## config.mk

```make
export PLATFORM = sky130hd
export DESIGN_NAME = ida_top
export DESIGN_NICKNAME = d
export VERILOG_FILES = /design/src/include/ida_pkg.sv /design/src/include/ida_ptr_if.sv /design/src/hw/ida_addr_resolve.sv /design/src/hw/ida_pointer_pair.sv /design/src/hw/ida_top.sv
export SDC_FILE = /design/constraint.sdc
export NUM_CORES = 1
export LEC_CHECK = 0
export ABC_AREA = 1
export BUFFER_PORTS_ARGS = -buffer_cell sky130_fd_sc_hd__buf_2
export CORE_MARGIN = 1.5
export CORE_UTILIZATION = 59
export CTS_CLUSTER_SIZE = 24
export DETAILED_ROUTE_END_ITERATION = 10
export GPL_TIMING_DRIVEN = 0
export MAX_ROUTING_LAYER = met4
export PLACE_DENSITY = 0.84
export SYNTH_ARGS = -nofsm -noshare
export SYNTH_HDL_FRONTEND = slang
export SYNTH_SLANG_ARGS = --single-unit
```

## constraint.sdc

```tcl
create_clock -name pclk -period 11.6 [get_ports pclk]
set_input_delay 0.58 -clock pclk [delete_from_list [all_inputs] [get_ports pclk]]
set_output_delay 0.58 -clock pclk [all_outputs]
set_load 0.005 [all_outputs]
```

## src/include/ida_pkg.sv

```systemverilog
// Shared constants, types and decoding for the indirect data addressing block
package ida_pkg;

  // ****************************************
  // Widths and counts
  // ****************************************
  localparam int ADDR_W = 12;
  localparam int DATA_W = 8;
  localparam int PAIRS = 3;

  // ****************************************
  // Pointer operand map in data space
  // ****************************************
  // Each pair owns seven consecutive locations starting at its base
  localparam logic [11:0] PAIR_BASE [PAIRS] = '{12'hFE9, 12'hFE1, 12'hFD9};
  localparam logic [11:0] PAIR_SPAN = 12'h006;
  localparam logic [2:0] SLOT_LOW = 3'h0;
  localparam logic [2:0] SLOT_HIGH = 3'h1;
  localparam logic [2:0] SLOT_WOFS = 3'h2;
  localparam logic [2:0] SLOT_PRE_INCREMENT_OPERAND = 3'h3;
  localparam logic [2:0] SLOT_POST_DECREMENT_OPERAND = 3'h4;
  localparam logic [2:0] SLOT_POST_INCREMENT_OPERAND = 3'h5;
  localparam logic [2:0] SLOT_PLAIN = 3'h6;
  localparam int INDEXED_PAIR = 2;

  // ****************************************
  // Access space and instruction fields
  // ****************************************
  localparam logic [7:0] LIT_OFS_MAX = 8'h5F;
  localparam logic [3:0] ACCESS_LOW_BANK = 4'h0;
  localparam logic [3:0] ACCESS_HIGH_BANK = 4'hF;
  localparam int OP_ACCESS_BIT = 8;
  localparam int OP_DEST_BIT = 9;
  localparam int OP_PREFIX_LSB = 10;
  localparam logic [5:0] ADD_WORKING_PREFIX = 6'h09;

  // ****************************************
  // APB register map and reset values
  // ****************************************
  localparam logic [11:0] APB_PTR0 = 12'h000;
  localparam logic [11:0] APB_PTR1 = 12'h004;
  localparam logic [11:0] APB_PTR2 = 12'h008;
  localparam logic [11:0] APB_BSR = 12'h00C;
  localparam logic [11:0] APB_CTRL = 12'h010;
  localparam logic [11:0] APB_STAT = 12'h014;
  localparam int CTRL_EXT_BIT = 0;
  localparam int STAT_MODE_LSB = 12;
  localparam logic [11:0] PTR_RESET = 12'h000;
  localparam logic [3:0] BSR_RESET = 4'h0;
  localparam logic CTRL_EXT_RESET = 1'b0;

  typedef enum logic [1:0] {
    IDA_MODE_BANKED,
    IDA_MODE_ACCESS,
    IDA_MODE_INDEXED,
    IDA_MODE_INDIRECT
  } ida_mode_type;

  typedef struct packed {
    logic hit;
    logic [1:0] pair;
    logic [2:0] slot;
  } ida_sfr_type;

  // Tells whether an address falls on a pointer byte or operand
  function automatic ida_sfr_type ida_sfr_decode(input logic [ADDR_W-1:0] a);
    ida_sfr_type r;
    logic [ADDR_W-1:0] d;
    r = '0;
    d = '0;
    for (int i = 0; i < PAIRS; i++) begin
      d = a - PAIR_BASE[i];
      if (d <= PAIR_SPAN) begin
        r.hit = 1'b1;
        r.pair = 2'(i);
        r.slot = d[2:0];
      end
    end
    return r;
  endfunction

endpackage

```

## src/include/ida_ptr_if.sv

```systemverilog
// Command and value bundle between the top and one pointer pair
`timescale 1ns/1ps
`default_nettype none
interface ida_ptr_if #(parameter int W = 12);
  logic [W-1:0] value;
  logic inc;
  logic dec;
  logic wr_low;
  logic wr_high;
  logic wr_full;
  logic [7:0] byte_data;
  logic [W-1:0] full_data;
  modport pair (input inc, dec, wr_low, wr_high, wr_full, byte_data, full_data, output value);
  modport ctrl (output inc, dec, wr_low, wr_high, wr_full, byte_data, full_data, input value);
endinterface
`default_nettype wire

```

## src/hw/ida_addr_resolve.sv

```systemverilog
// Turns a file field and access bit into a data address before indirection
`timescale 1ns/1ps
`default_nettype none
module ida_addr_resolve import ida_pkg::*; (
  input wire logic [7:0] file,
  input wire logic access,
  input wire logic ext_en,
  input wire logic [3:0] bank_select_register,
  input wire logic [ADDR_W-1:0] base_ptr,
  output logic [ADDR_W-1:0] addr,
  output ida_mode_type mode
);

  // Banked, indexed literal offset or access space selection
  always_comb begin
    addr = {ACCESS_LOW_BANK, file};
    mode = IDA_MODE_ACCESS;
    if (access) begin
      addr = {bank_select_register, file};
      mode = IDA_MODE_BANKED;
    end else if (ext_en && file <= LIT_OFS_MAX) begin
      addr = base_ptr + {4'h0, file};
      mode = IDA_MODE_INDEXED;
    end else if (file > LIT_OFS_MAX) begin
      addr = {ACCESS_HIGH_BANK, file};
    end
  end

endmodule
`default_nettype wire

```

## src/hw/ida_pointer_pair.sv

```systemverilog
// One pointer pair with byte loads, full loads and whole-pair stepping
`timescale 1ns/1ps
`default_nettype none
module ida_pointer_pair import ida_pkg::*; #(
  parameter int WIDTH = ADDR_W
) (
  input wire logic pclk,
  input wire logic presetn,
  ida_ptr_if.pair bus
);

  if (WIDTH <= DATA_W || WIDTH > 2 * DATA_W) begin : g_bad_width
    $error("pointer width must exceed one byte and fit in two");
  end

  logic [WIDTH-1:0] value;
  logic [WIDTH-1:0] next_value;

  // Loads win over steps; steps carry across the whole pair
  always_comb begin
    next_value = value;
    if (bus.wr_full) begin
      next_value = bus.full_data;
    end else if (bus.wr_low) begin
      next_value = {value[WIDTH-1:DATA_W], bus.byte_data};
    end else if (bus.wr_high) begin
      next_value = {bus.byte_data[WIDTH-DATA_W-1:0], value[DATA_W-1:0]};
    end else if (bus.inc) begin
      next_value = value + 1'b1;
    end else if (bus.dec) begin
      next_value = value - 1'b1;
    end
  end

  always_ff @(posedge pclk or negedge presetn) begin
    if (!presetn) begin
      value <= WIDTH'(PTR_RESET);
    end else begin
      value <= next_value;
    end
  end

  assign bus.value = value;

  wire logic no_load = !bus.wr_full && !bus.wr_low && !bus.wr_high;
endmodule
`default_nettype wire

```

## src/hw/ida_top.sv

```systemverilog
// Data address generation with pointer pairs, indirect operands and APB access
//
// How it works
// Three pointer pairs, two bytes each, form 12-bit addresses; high nibble unused.
// Plain indirect operand accesses the pointed location, pointer unchanged.
// Indirect access uses the full 12-bit pointer, bank select ignored.
// Instructions naming indirect operands carry access bit zero.
// Post-decrement uses the pointer, then lowers it by one.
// Post-increment uses the pointer, then raises it by one.
// Pre-increment raises the pointer first, then uses it.
// Working offset targets pointer plus signed working value; nothing changes.
// Steps act on the whole pair with carry and borrow.
// Pointer steps touch no arithmetic status flags.
// Pointer aimed at a virtual operand: read gives 00h, write does nothing.
// Writing a pair through its own operand stores the value, no step.
// Pointer bytes are real registers; indirect access to other registers allowed.
// Extended set keeps memory map and pairs 0 and 1 unchanged.
// Indexed literal offset needs extended set, access bit 0, file at most 5Fh.
// Indexed target is file field plus pointer pair 2.
// Access bit 1, file 60h up, inherent and literal ops unchanged.
// Byte ops decode prefix, destination bit, access bit, file field.
// Extended, access bit 0, file 60h up reaches F60h to FFFh.
// Access bit 1 joins bank select with file field.
// Offset and indexed sums wrap within 12 bits.
//
// Local design decisions: the register addresses and register access over APB.
`timescale 1ns/1ps
`default_nettype none
module ida_top import ida_pkg::*; (
  input wire logic pclk,
  input wire logic presetn,
  input wire logic [11:0] paddr,
  input wire logic psel,
  input wire logic penable,
  input wire logic pwrite,
  input wire logic [31:0] pwdata,
  output logic [31:0] prdata,
  output logic pready,
  output logic pslverr,
  input wire logic op_valid,
  input wire logic [15:0] op_code,
  input wire logic op_write,
  input wire logic [7:0] op_wdata,
  input wire logic [7:0] working,
  output logic mem_valid,
  output logic [ADDR_W-1:0] mem_addr,
  output logic mem_write,
  output logic [7:0] mem_wdata,
  output logic zero_read,
  output logic sfr_hit,
  output logic [7:0] sfr_rdata,
  output logic dest_file,
  output logic is_add_working
);

  // ****************************************
  // Declarations
  // ****************************************
  ida_ptr_if #(.W(ADDR_W)) ptr_bus [PAIRS] ();
  logic [ADDR_W-1:0] ptr_val [PAIRS];
  logic [3:0] bank_select_register;
  logic ext_en;
  ida_mode_type mem_mode;
  logic [3:0] next_bsr;
  logic next_ext_en;
  logic [31:0] next_prdata;
  logic next_pready;
  logic next_pslverr;
  logic next_mem_valid;
  logic [ADDR_W-1:0] next_mem_addr;
  logic next_mem_write;
  logic next_zero_read;
  logic next_sfr_hit;
  logic [7:0] next_sfr_rdata;
  ida_mode_type next_mem_mode;
  logic [7:0] op_file;
  logic op_access;
  logic [5:0] op_prefix;
  logic [ADDR_W-1:0] ra;
  ida_mode_type ra_mode;
  ida_sfr_type s1;
  ida_sfr_type s2;
  ida_sfr_type sd;
  logic virt1;
  logic virt2;
  logic ptr_byte;
  logic self_write;
  logic [ADDR_W-1:0] pval;
  logic [ADDR_W-1:0] tgt;
  logic [31:0] apb_rd;
  logic apb_map;
  logic apb_setup;
  logic apb_wr;

  // ****************************************
  // Instruction fields
  // ****************************************
  // Byte-oriented layout: prefix, destination, access, file
  assign op_file = op_code[7:0];
  assign op_access = op_code[OP_ACCESS_BIT];
  assign op_prefix = op_code[15:OP_PREFIX_LSB];

  // Direct, access or indexed address before indirection
  ida_addr_resolve u_resolve (
    .file(op_file),
    .access(op_access),
    .ext_en(ext_en),
    .bank_select_register(bank_select_register),
    .base_ptr(ptr_val[INDEXED_PAIR]),
    .addr(ra),
    .mode(ra_mode)
  );

  // ****************************************
  // Indirection through pointer operands
  // ****************************************
  // Operand addresses sit in access space, so the access bit is clear
  // when software names them; a banked alias works the same way
  always_comb begin
    s1 = ida_sfr_decode(ra);
    virt1 = s1.hit && s1.slot >= SLOT_WOFS;
    pval = ptr_val[s1.pair];
    case (s1.slot)
      SLOT_WOFS: tgt = pval + {{4{working[7]}}, working};
      SLOT_PRE_INCREMENT_OPERAND: tgt = pval + 12'h001;
      default: tgt = pval;
    endcase
    s2 = ida_sfr_decode(tgt);
    virt2 = virt1 && s2.hit && s2.slot >= SLOT_WOFS;
    sd = virt1 ? s2 : s1;
    ptr_byte = sd.hit && sd.slot < SLOT_WOFS && !virt2;
    self_write = op_write && ptr_byte && virt1 && s2.pair == s1.pair;
  end

  // ****************************************
  // Pointer pairs
  // ****************************************
  for (genvar g = 0; g < PAIRS; g++) begin : g_pair
    wire logic mine = op_valid && virt1 && s1.pair == 2'(g);
    wire logic byte_wr = op_valid && op_write && ptr_byte && sd.pair == 2'(g);

    // Steps from operands, byte loads from data writes, full loads from APB
    assign ptr_bus[g].inc = mine && !self_write &&
      (s1.slot == SLOT_POST_INCREMENT_OPERAND || s1.slot == SLOT_PRE_INCREMENT_OPERAND);
    assign ptr_bus[g].dec = mine && !self_write && s1.slot == SLOT_POST_DECREMENT_OPERAND;
    assign ptr_bus[g].wr_low = byte_wr && sd.slot == SLOT_LOW;
    assign ptr_bus[g].wr_high = byte_wr && sd.slot == SLOT_HIGH;
    assign ptr_bus[g].wr_full = apb_wr && paddr == APB_PTR0 + 12'(4 * g);
    assign ptr_bus[g].byte_data = op_wdata;
    assign ptr_bus[g].full_data = pwdata[ADDR_W-1:0];
    assign ptr_val[g] = ptr_bus[g].value;

    ida_pointer_pair #(.WIDTH(ADDR_W)) u_pair (
      .pclk(pclk),
      .presetn(presetn),
      .bus(ptr_bus[g])
    );
  end

  // ****************************************
  // Access outputs
  // ****************************************
  // Address, strobes and pointer byte read-back for the memory side
  always_comb begin
    next_mem_valid = op_valid;
    next_mem_addr = virt1 ? tgt : ra;
    next_mem_write = op_valid && op_write && !virt2 && !ptr_byte;
    next_zero_read = op_valid && virt2 && !op_write;
    next_sfr_hit = op_valid && ptr_byte;
    next_sfr_rdata = (sd.slot == SLOT_LOW) ? ptr_val[sd.pair][7:0] :
      {4'h0, ptr_val[sd.pair][ADDR_W-1:DATA_W]};
    next_mem_mode = virt1 ? IDA_MODE_INDIRECT : ra_mode;
  end

  always_ff @(posedge pclk or negedge presetn) begin
    if (!presetn) begin
      mem_valid <= 1'b0;
      mem_addr <= '0;
      mem_write <= 1'b0;
      mem_wdata <= 8'h00;
      zero_read <= 1'b0;
      sfr_hit <= 1'b0;
      sfr_rdata <= 8'h00;
      dest_file <= 1'b0;
      is_add_working <= 1'b0;
      mem_mode <= IDA_MODE_BANKED;
    end else begin
      mem_valid <= next_mem_valid;
      mem_addr <= next_mem_addr;
      mem_write <= next_mem_write;
      mem_wdata <= op_wdata;
      zero_read <= next_zero_read;
      sfr_hit <= next_sfr_hit;
      sfr_rdata <= next_sfr_rdata;
      dest_file <= op_code[OP_DEST_BIT];
      is_add_working <= op_prefix == ADD_WORKING_PREFIX;
      mem_mode <= next_mem_mode;
    end
  end

  // ****************************************
  // APB slave
  // ****************************************
  assign apb_setup = psel && !penable;
  assign apb_wr = psel && penable && pready && pwrite && !pslverr;

  // Read mux and map check, one wait-free access phase
  always_comb begin
    apb_map = 1'b1;
    case (paddr)
      APB_PTR0: apb_rd = {20'h0, ptr_val[0]};
      APB_PTR1: apb_rd = {20'h0, ptr_val[1]};
      APB_PTR2: apb_rd = {20'h0, ptr_val[2]};
      APB_BSR: apb_rd = {28'h0, bank_select_register};
      APB_CTRL: apb_rd = {31'h0, ext_en};
      APB_STAT: apb_rd = {18'h0, mem_mode, mem_addr};
      default: begin
        apb_rd = 32'h0;
        apb_map = 1'b0;
      end
    endcase
    next_pready = apb_setup;
    next_pslverr = apb_setup && !apb_map;
    next_prdata = (apb_setup && !pwrite) ? apb_rd : 32'h0;
    next_bsr = bank_select_register;
    next_ext_en = ext_en;
    if (apb_wr && paddr == APB_BSR) begin
      next_bsr = pwdata[3:0];
    end
    if (apb_wr && paddr == APB_CTRL) begin
      next_ext_en = pwdata[CTRL_EXT_BIT];
    end
  end

  always_ff @(posedge pclk or negedge presetn) begin
    if (!presetn) begin
      prdata <= 32'h0;
      pready <= 1'b0;
      pslverr <= 1'b0;
      bank_select_register <= BSR_RESET;
      ext_en <= CTRL_EXT_RESET;
    end else begin
      prdata <= next_prdata;
      pready <= next_pready;
      pslverr <= next_pslverr;
      bank_select_register <= next_bsr;
      ext_en <= next_ext_en;
    end
  end
endmodule
`default_nettype wire

```

Word-level counts from Yosys, hierarchy flattened
Cells that the tools add are included.

storage, ports and cells
  flip-flop bits (word level) = 111
  latch bits = 0
  RAM bits = 0
  memory bits (read-only) = 0
  input port bits = 83
  output and inout bits = 68
  word-level logic and storage cells = 189
  memories = 0

cells by class
  add/subtract/negate cells = 15
  $mul = 0
  div/mod/pow operators = 0
  order comparisons = 13
  equality and inequality tests = 22
  shifts and indexed selects = 0
  multiplexer cells = 40
  bitwise operators = 2
  reductions and logical operators = 76

operators by type and width
  cell                    number
  $mux 12                 23
  $pmux 14 s6             1
  $le 12x3->1 const B     6
  $sub 12x12->12 const B  6
  $logic_and 1x1->1       50
  $add 12x1->12 const B   4
  $bmux 12 s2             2
  $mux 6                  7
  $sub 12x1->12 const B   3
  $mux 32                 1
  $eq 12x4->1 const B     2
  $eq 12x5->1 const B     2
  $pmux 12 s2             1
  $reduce_bool 4->1       6
  $add 12x12->12          1
  $add 12x8->12           1
  $eq 12x3->1 const B     1
  $logic_not 12->1        1
  $reduce_and 2->1        6
  $ne 3x2->1 const B      3
  $gt 8x7->1 const B      1
  $le 8x7->1 const B      1
  $logic_not 1->1         8
  $mux 8                  1
  other kinds (18)        30

Longest topological paths before layout
  depth after elaboration = 35
  gate-level depth with buffers = 75
  depth with buffers taken out = 74

Hierarchy
A second synthesis with hierarchy kept.

unflattened totals
  cell total of the unflattened synthesis = 1699
  area total of the unflattened synthesis = 10517.6 sq um

by module, submodules not included
  module            instances  cells an instance  area an instance (sq um)  sequential area each (sq um)
  ida_top           1          919                5865.6                    1426.4
  ida_pointer_pair  3          214                1300.0                    300.3
  ida_addr_resolve  1          138                752.0                     0.0

Worst setup path before layout
Ideal clock, no wire load.

  kind = input -> register
  start point = in op_code[0]
  end point = reg g_pair[2].u_pair.value[11]
  library setup time = 0.065 ns
  data arrival time = 8.556 ns
  required time = 11.535 ns
  slack = 2.979 ns
  stages on the path = 69
  path buffers = 1
  cell sequence = ha_1 -> inv_1 -> fa_1 -> inv_1 -> nand2_1 -> nand2_1 -> nand3_1 -> nand2_1 -> nand2_1 -> nand3_1 -> nand2_2 -> inv_2 -> nand2_1 -> nor2_1 -> nand3_1 -> o21ai_1 -> nand2_2 -> nand2_4 -> [... 33 more ...] -> and2_1 -> inv_1 -> a21oi_1 -> o21bai_1 -> a21oi_1 -> nor2_1 -> nor2_1 -> nor2_1 -> o21ai_0 -> nand2_1 -> a21oi_1 -> nor2_1 -> nor2_1 -> xor2_1 -> or2_2 -> nand2_1 -> nand2_1 -> nand2_1

between the ends
  word-level cells in the longest chain between the ends = 33
  elaborated cells between the ends (all ways) = 72
  classes of those cells = 9 x add/sub; 11 x order compare; 9 x eq/ne; 18 x mux; 1 x bitwise; 24 x reduce/logical

RTL lines
  item                                          RTL line                                        source
  from (decl)                                   ida_top.sv:41                                   input wire logic [15:0] op_code,
  $gt 8x7->1 or $le 8x7->1 (tied branches)      ida_addr_resolve.sv:24, ida_addr_resolve.sv:21
  $mux 12 or $logic_and 1x1->1 (tied branches)  ida_addr_resolve.sv:24, ida_addr_resolve.sv:21
  $mux 12                                       ida_addr_resolve.sv:21                          end else if (ext_en && file <= LIT_OFS_MAX) begin
  $mux 12 (*)                                   ida_addr_resolve.sv:18                          if (access) begin
  $sub 12x12->12                                ida_pkg.sv:72                                   d = a - PAIR_BASE[i];
  $le 12x3->1                                   ida_pkg.sv:73                                   if (d <= PAIR_SPAN) begin
  $mux 6                                        ida_pkg.sv:73
  $mux 6 (*)                                    ida_pkg.sv:73
  [... 15 more ...]                             -
  $logic_and 1x1->1 (3 in a row)                ida_top.sv:132                                  self_write = op_write && ptr_byte && virt1 && s2.pair == s1.pair;
  $logic_not 1->1                               ida_top.sv:143, ida_top.sv:145
  $logic_and 1x1->1                             ida_top.sv:143, ida_top.sv:145
  $logic_and 1x1->1                             ida_top.sv:143                                  assign ptr_bus[g].inc = mine && !self_write &&
  $mux 12                                       ida_pointer_pair.sv:28                          end else if (bus.inc) begin
  $mux 12                                       ida_pointer_pair.sv:26                          end else if (bus.wr_high) begin
  $mux 12                                       ida_pointer_pair.sv:24                          end else if (bus.wr_low) begin
  $mux 12                                       ida_pointer_pair.sv:22                          if (bus.wr_full) begin
  to (signal assigned)                          ida_pointer_pair.sv:37                          value <= WIDTH'(PTR_RESET);
  to (signal assigned)                          ida_pointer_pair.sv:39                          value <= next_value;
  to (decl)                                     ida_pointer_pair.sv:16                          logic [WIDTH-1:0] value;

Every way passes the cells marked *; elsewhere a longest branch is shown, timed or not. The select of a mux whose other input is x is not followed.
A chain may end at the register's enable or synchronous reset.

Final worst setup path
  start point = reg g_pair[2].u_pair.value[1]
  end point = reg g_pair[1].u_pair.value[11]

between the ends
  word-level cells in the longest chain between the ends = 32
  elaborated cells between the ends (all ways) = 68
  classes of those cells = 9 x add/sub; 9 x order compare; 9 x eq/ne; 17 x mux; 1 x bitwise; 23 x reduce/logical

RTL lines
  item                             RTL line                        source
  $add 12x8->12                    ida_addr_resolve.sv:22          addr = base_ptr + {4'h0, file};
  $mux 12                          ida_addr_resolve.sv:21
  $mux 12                          ida_addr_resolve.sv:18
  $sub 12x12->12                   ida_pkg.sv:72
  $le 12x3->1                      ida_pkg.sv:73
  $mux 6 (2 in a row)              ida_pkg.sv:73
  $not 2->3 (not written as such)  ida_top.sv:122                  pval = ptr_val[s1.pair];
  $bmux 12 s2                      ida_top.sv:122
  [... 13 more ...]                -
  $logic_and 1x1->1 (3 in a row)   ida_top.sv:132
  $logic_not 1->1                  ida_top.sv:143, ida_top.sv:145
  $logic_and 1x1->1                ida_top.sv:143, ida_top.sv:145
  $logic_and 1x1->1                ida_top.sv:143
  $mux 12                          ida_pointer_pair.sv:28
  $mux 12                          ida_pointer_pair.sv:26
  $mux 12                          ida_pointer_pair.sv:24
  $mux 12                          ida_pointer_pair.sv:22
  to (signal assigned)             ida_pointer_pair.sv:37
  to (signal assigned)             ida_pointer_pair.sv:39
  to (decl)                        ida_pointer_pair.sv:16

Parallel ways exist; a longest one is shown, timed or not. The select of a mux whose other input is x is not followed.

==> summary.txt <==
Critical path
  – Maximum fanout along the worst path: 14
  – Slowest stage delay, CP: approximately 0.60 ns
  – R2R depth: 69
  – Worst EP required: 11.86 ns
  – CP Launch Type: register
  – WS Path Type: reg -> reg
  – Crit path top cell by count: nand2_1
  – Crit path DAT: 10.94 ns
  – Critical-path top delay cell: ha_1
  – Worst Setup End Kind: register

Drt
  – First DRT Iteration DRCs: 1308
  – Routed Antenna Nets: 0
  – Max layer used: met4
  – DRT Pass-1 Iters: 6
  – Post-DR wirelength/cell: 17.4 um
  – WL final: approximately 35 mm
  – Vias per std cell: 5.86
  – Met2 WL: 14.9 mm
  – Number of remaining DRC errors: 0
  – Met1 Wirelength: about 14 mm
  – Vias: 11603
  – Met3 wire length: 4.06 mm

CTS
  – Clock latency on the worst-skew pair: 0.36 ns
  – CTS H-Tree Depth: 3
  – CTS sink count: 93
  – CTS Buffer Depth: 2
  – TritonCTS clock tree: yes
  – Post-CTS sizing: 0
  – Num CTS Buffers: 9
  – Post-CTS setup buffers: 0
  – CTS Root Cell: clkbuf_16
  – Hold buffer count at cts: 0
  – Clk pin slew, worst setup/hold paths: roughly 0.08 ns

Floorplan
  – Die width: roughly 130 um
  – Core area: 16800 sq um
  – Initial Util: 0.610
  – Full die area: 18100 sq um
  – Cell Rows: between 40 and 50
  – Die height: 135 um
  – IO Count: around 150

Placed design
  – Hpwl dp: 27.6 mm
  – GPL Wtd Cong: 1.02
  – Port Buf Inserts: 112
  – Area post-placement: 11100 sq um
  – Inst Count DP: 1964

Timing
  – Setup TNS: 0 ns
  – Final Critical Period: ~11 ns
  – Max-Slew Margin vs Limit: 0.333
  – Final period utilization: 0.921
  – Highest clock rate: 0.0936 GHz
  – Final hold vios: 0
  – Worst Clk Skew: 0.0132 ns
  – Final Hold Slack: 0.240 ns
  – Pins Over Slew Limit: 0
  – Worst Max-Slew Pin Slew: about 0.99 ns
  – RSZ-0062 raised after global routing: no
  – Setup violators final: 0

Yosys
  – Post-synth EDFFs: 0
  – YS warnings: 0
  – Ys flop type: dfrtp_1
  – Area fraction of the dominant cell type after synthesis: 0.228
  – Synth top area cells: dfrtp_1, nand2_1, nand3_1, inv_1, ha_1
  – FFs w/ async S/R, synth: 1.00
  – Syn_area_per_cell: 6.33 sq um
  – Syn Std Cell Area: around 10000 sq um
  – Most area-hungry cell type in the Yosys netlist: dfrtp_1
  – Count of cell types in the netlist: between 50 and 60
  – Synth Instances: 1614
  – Register area share after synthesis: 0.228
  – Yosys reg bits: 93

GRT
  – Initial antenna violation count: 1
  – Global-route usage over all layers: 0.398
  – Vias in the first global route: 10440
  – Largest net degree at the start of global routing: 52
  – Remaining global-route overflow: 0
  – First-pass GRT wire length: about 54 mm

Finish
  – Design Area, Final: approximately 11000 sq um
  – Share of cells above drive strength 1: 0.154
  – Reg area: 2330 sq um
  – Final cell count without fillers: 1981
  – Area Growth Syn to Fin: 12.0%
  – Multi-input logic area: ~6700 sq um
  – Fill count: 1500
  – Layout Nets: 1899

Job
  – Max Cap Viol: 0

Power and ir drop
  – PD cells: 97.5 nW/um^2
  – Static Leak: 6.36 nW
  – Max VDD drop: 0.0822 mV

Outcome
  – Status: finished, final reports clean

Min path
  – Min-Delay Path Class: in -> async
==> power by group <==
part / switching, W / internal, W / total, W
Sequential: 0.0000206 / 0.000342 / 0.000363
Combinational: 0.000289 / 0.000154 / 0.000443
Clock: 0.000157 / 0.000153 / 0.000310
==> registers in the layout (all words and copies together), names as in the netlist, 2 cells and up <==
register / flops
prdata: 14
mem_mode: 2
mem_wdata: 8
g_pair.u_pair.bus.value: 36
sfr_rdata: 8
bank_select_register: 4
mem_addr: 12
==> routing by layer <==
| layer | global-route usage | vias to the layer above |
|---|---|---|
| li1 | - | 5520 |
| met1 | 0.546 | 5268 |
| met2 | 0.596 | 714 |
| met3 | 0.0717 | 101 |
| met4 | 0.127 | 0 |
| met5 | - | - |
==> synthesized netlist by cell type (12+ instances only) <==
cell type / number
nor2_1: 159
xor2_1: 26
ha_1: 56
dfrtp_1: 93
a21oi_1: 65
o22ai_1: 19
buf_4: 21
nor3_1: 17
xnor2_1: 12
o21ai_0: 38
a221oi_1: 15
nand3_1: 181
nand2_2: 36
clkbuf_1: 12
inv_1: 209
nand2_1: 452
inv_2: 20
nand4_1: 47
==> final timing paths <==
path,slack (ns),end,startpoint
hold reg to reg,0.52,prdata[12]$_DFF_PN0_,mem_mode[0]$_DFF_PN0_
hold / removal,0.24,g_pair[0].u_pair.bus.value[9]$_DFFE_PN0P_,presetn
setup reg to reg,0.91,g_pair[1].u_pair.bus.value[11]$_DFFE_PN0P_,g_pair[2].u_pair.bus.value[1]$_DFFE_PN0P_
min in group pclk,0.31,dest_file$_DFF_PN0_,op_code[9]
max in group asynchronous,10.67,prdata[13]$_DFF_PN0_,presetn
setup / recovery,0.91,g_pair[1].u_pair.bus.value[11]$_DFFE_PN0P_,g_pair[2].u_pair.bus.value[1]$_DFFE_PN0P_
==> cell type report <==
class / count / area share
Multi-Input combinational cell: 1250 / 0.587
Sequential cell: 93 / 0.203
Inverter: 236 / 0.0774
Timing Repair Buffer: 113 / 0.0510
Buffer: 52 / 0.0308
Tap cell: 220 / 0.0241
Clock buffer: 9 / 0.0197
Clock inverter: 7 / 0.00645
Antenna cell: 1 / 0.000219
==> logic make-up (layout without fill, tap and decap cells) <==
kind of cell    Yosys count  count (layout)  share of synthesized area
mux                       1               1                   0.000980
other cells               1              19                   0.000367
flops                    93              93                      0.228
simple gates            954             954                      0.435
fa+ha+maj                61              61                     0.0784
buf+inv                 288             417                      0.121
compound gates          178             178                      0.104
xor+xnor                 38              38                     0.0326
==> cell usage in the layout (no fill, tap or decap), types with 4 or more instances in the layout <==
cell       count
a21oi_1       65
a221oi_1      15
a2bb2oi_1      4
and2_1         4
buf_2        120
buf_4         22
buf_6          9
clkbuf_1      12
clkbuf_16      9
clkinv_1       7
conb_1        18
dfrtp_1       93
fa_1           5
ha_1          56
inv_1        209
inv_2         20
nand2_1      452
nand2_2       36
nand2_4        5
nand3_1      181
nand3_2        4
nand3_4        6
nand3b_1      10
nand4_1       47
nor2_1       159
nor2_2        10
nor2_4         8
nor3_1        17
o21ai_0       38
o21ai_1        9
o21bai_1      11
o22ai_1       19
xnor2_1       12
xor2_1        26
==> per-stage QoR <==
| step | util | total power [W] | setup slack, ns |
|---|---|---|---|
| CTS | 0.683 | 0.00110 | 1.12 |
| floorplan | - | 0.000672 | 2.98 |
| finish | 0.683 | 0.00112 | 0.913 |
| global route | 0.683 | 0.00118 | 0.0885 |
| detailed placement | 0.665 | 0.000799 | 1.03 |
| global placement | 0.663 | 0.000788 | 1.27 |
==> worst max-delay path, delay by kind of cell (launching register included) <==
| kind | cells | cell delay (ns) |
|---|---|---|
| XOR/XNOR | 2 | 0.35 |
| AND/OR/NAND/NOR | 43 | 5.19 |
| flip-flops | 1 | 0.52 |
| buffers and inverters | 6 | 0.67 |
| adder cells (fa/ha/maj) | 4 | 1.72 |
| AO/OA/AOI/OAI | 14 | 2.06 |
No activity file was read; power rests on OpenSTA's default activity.
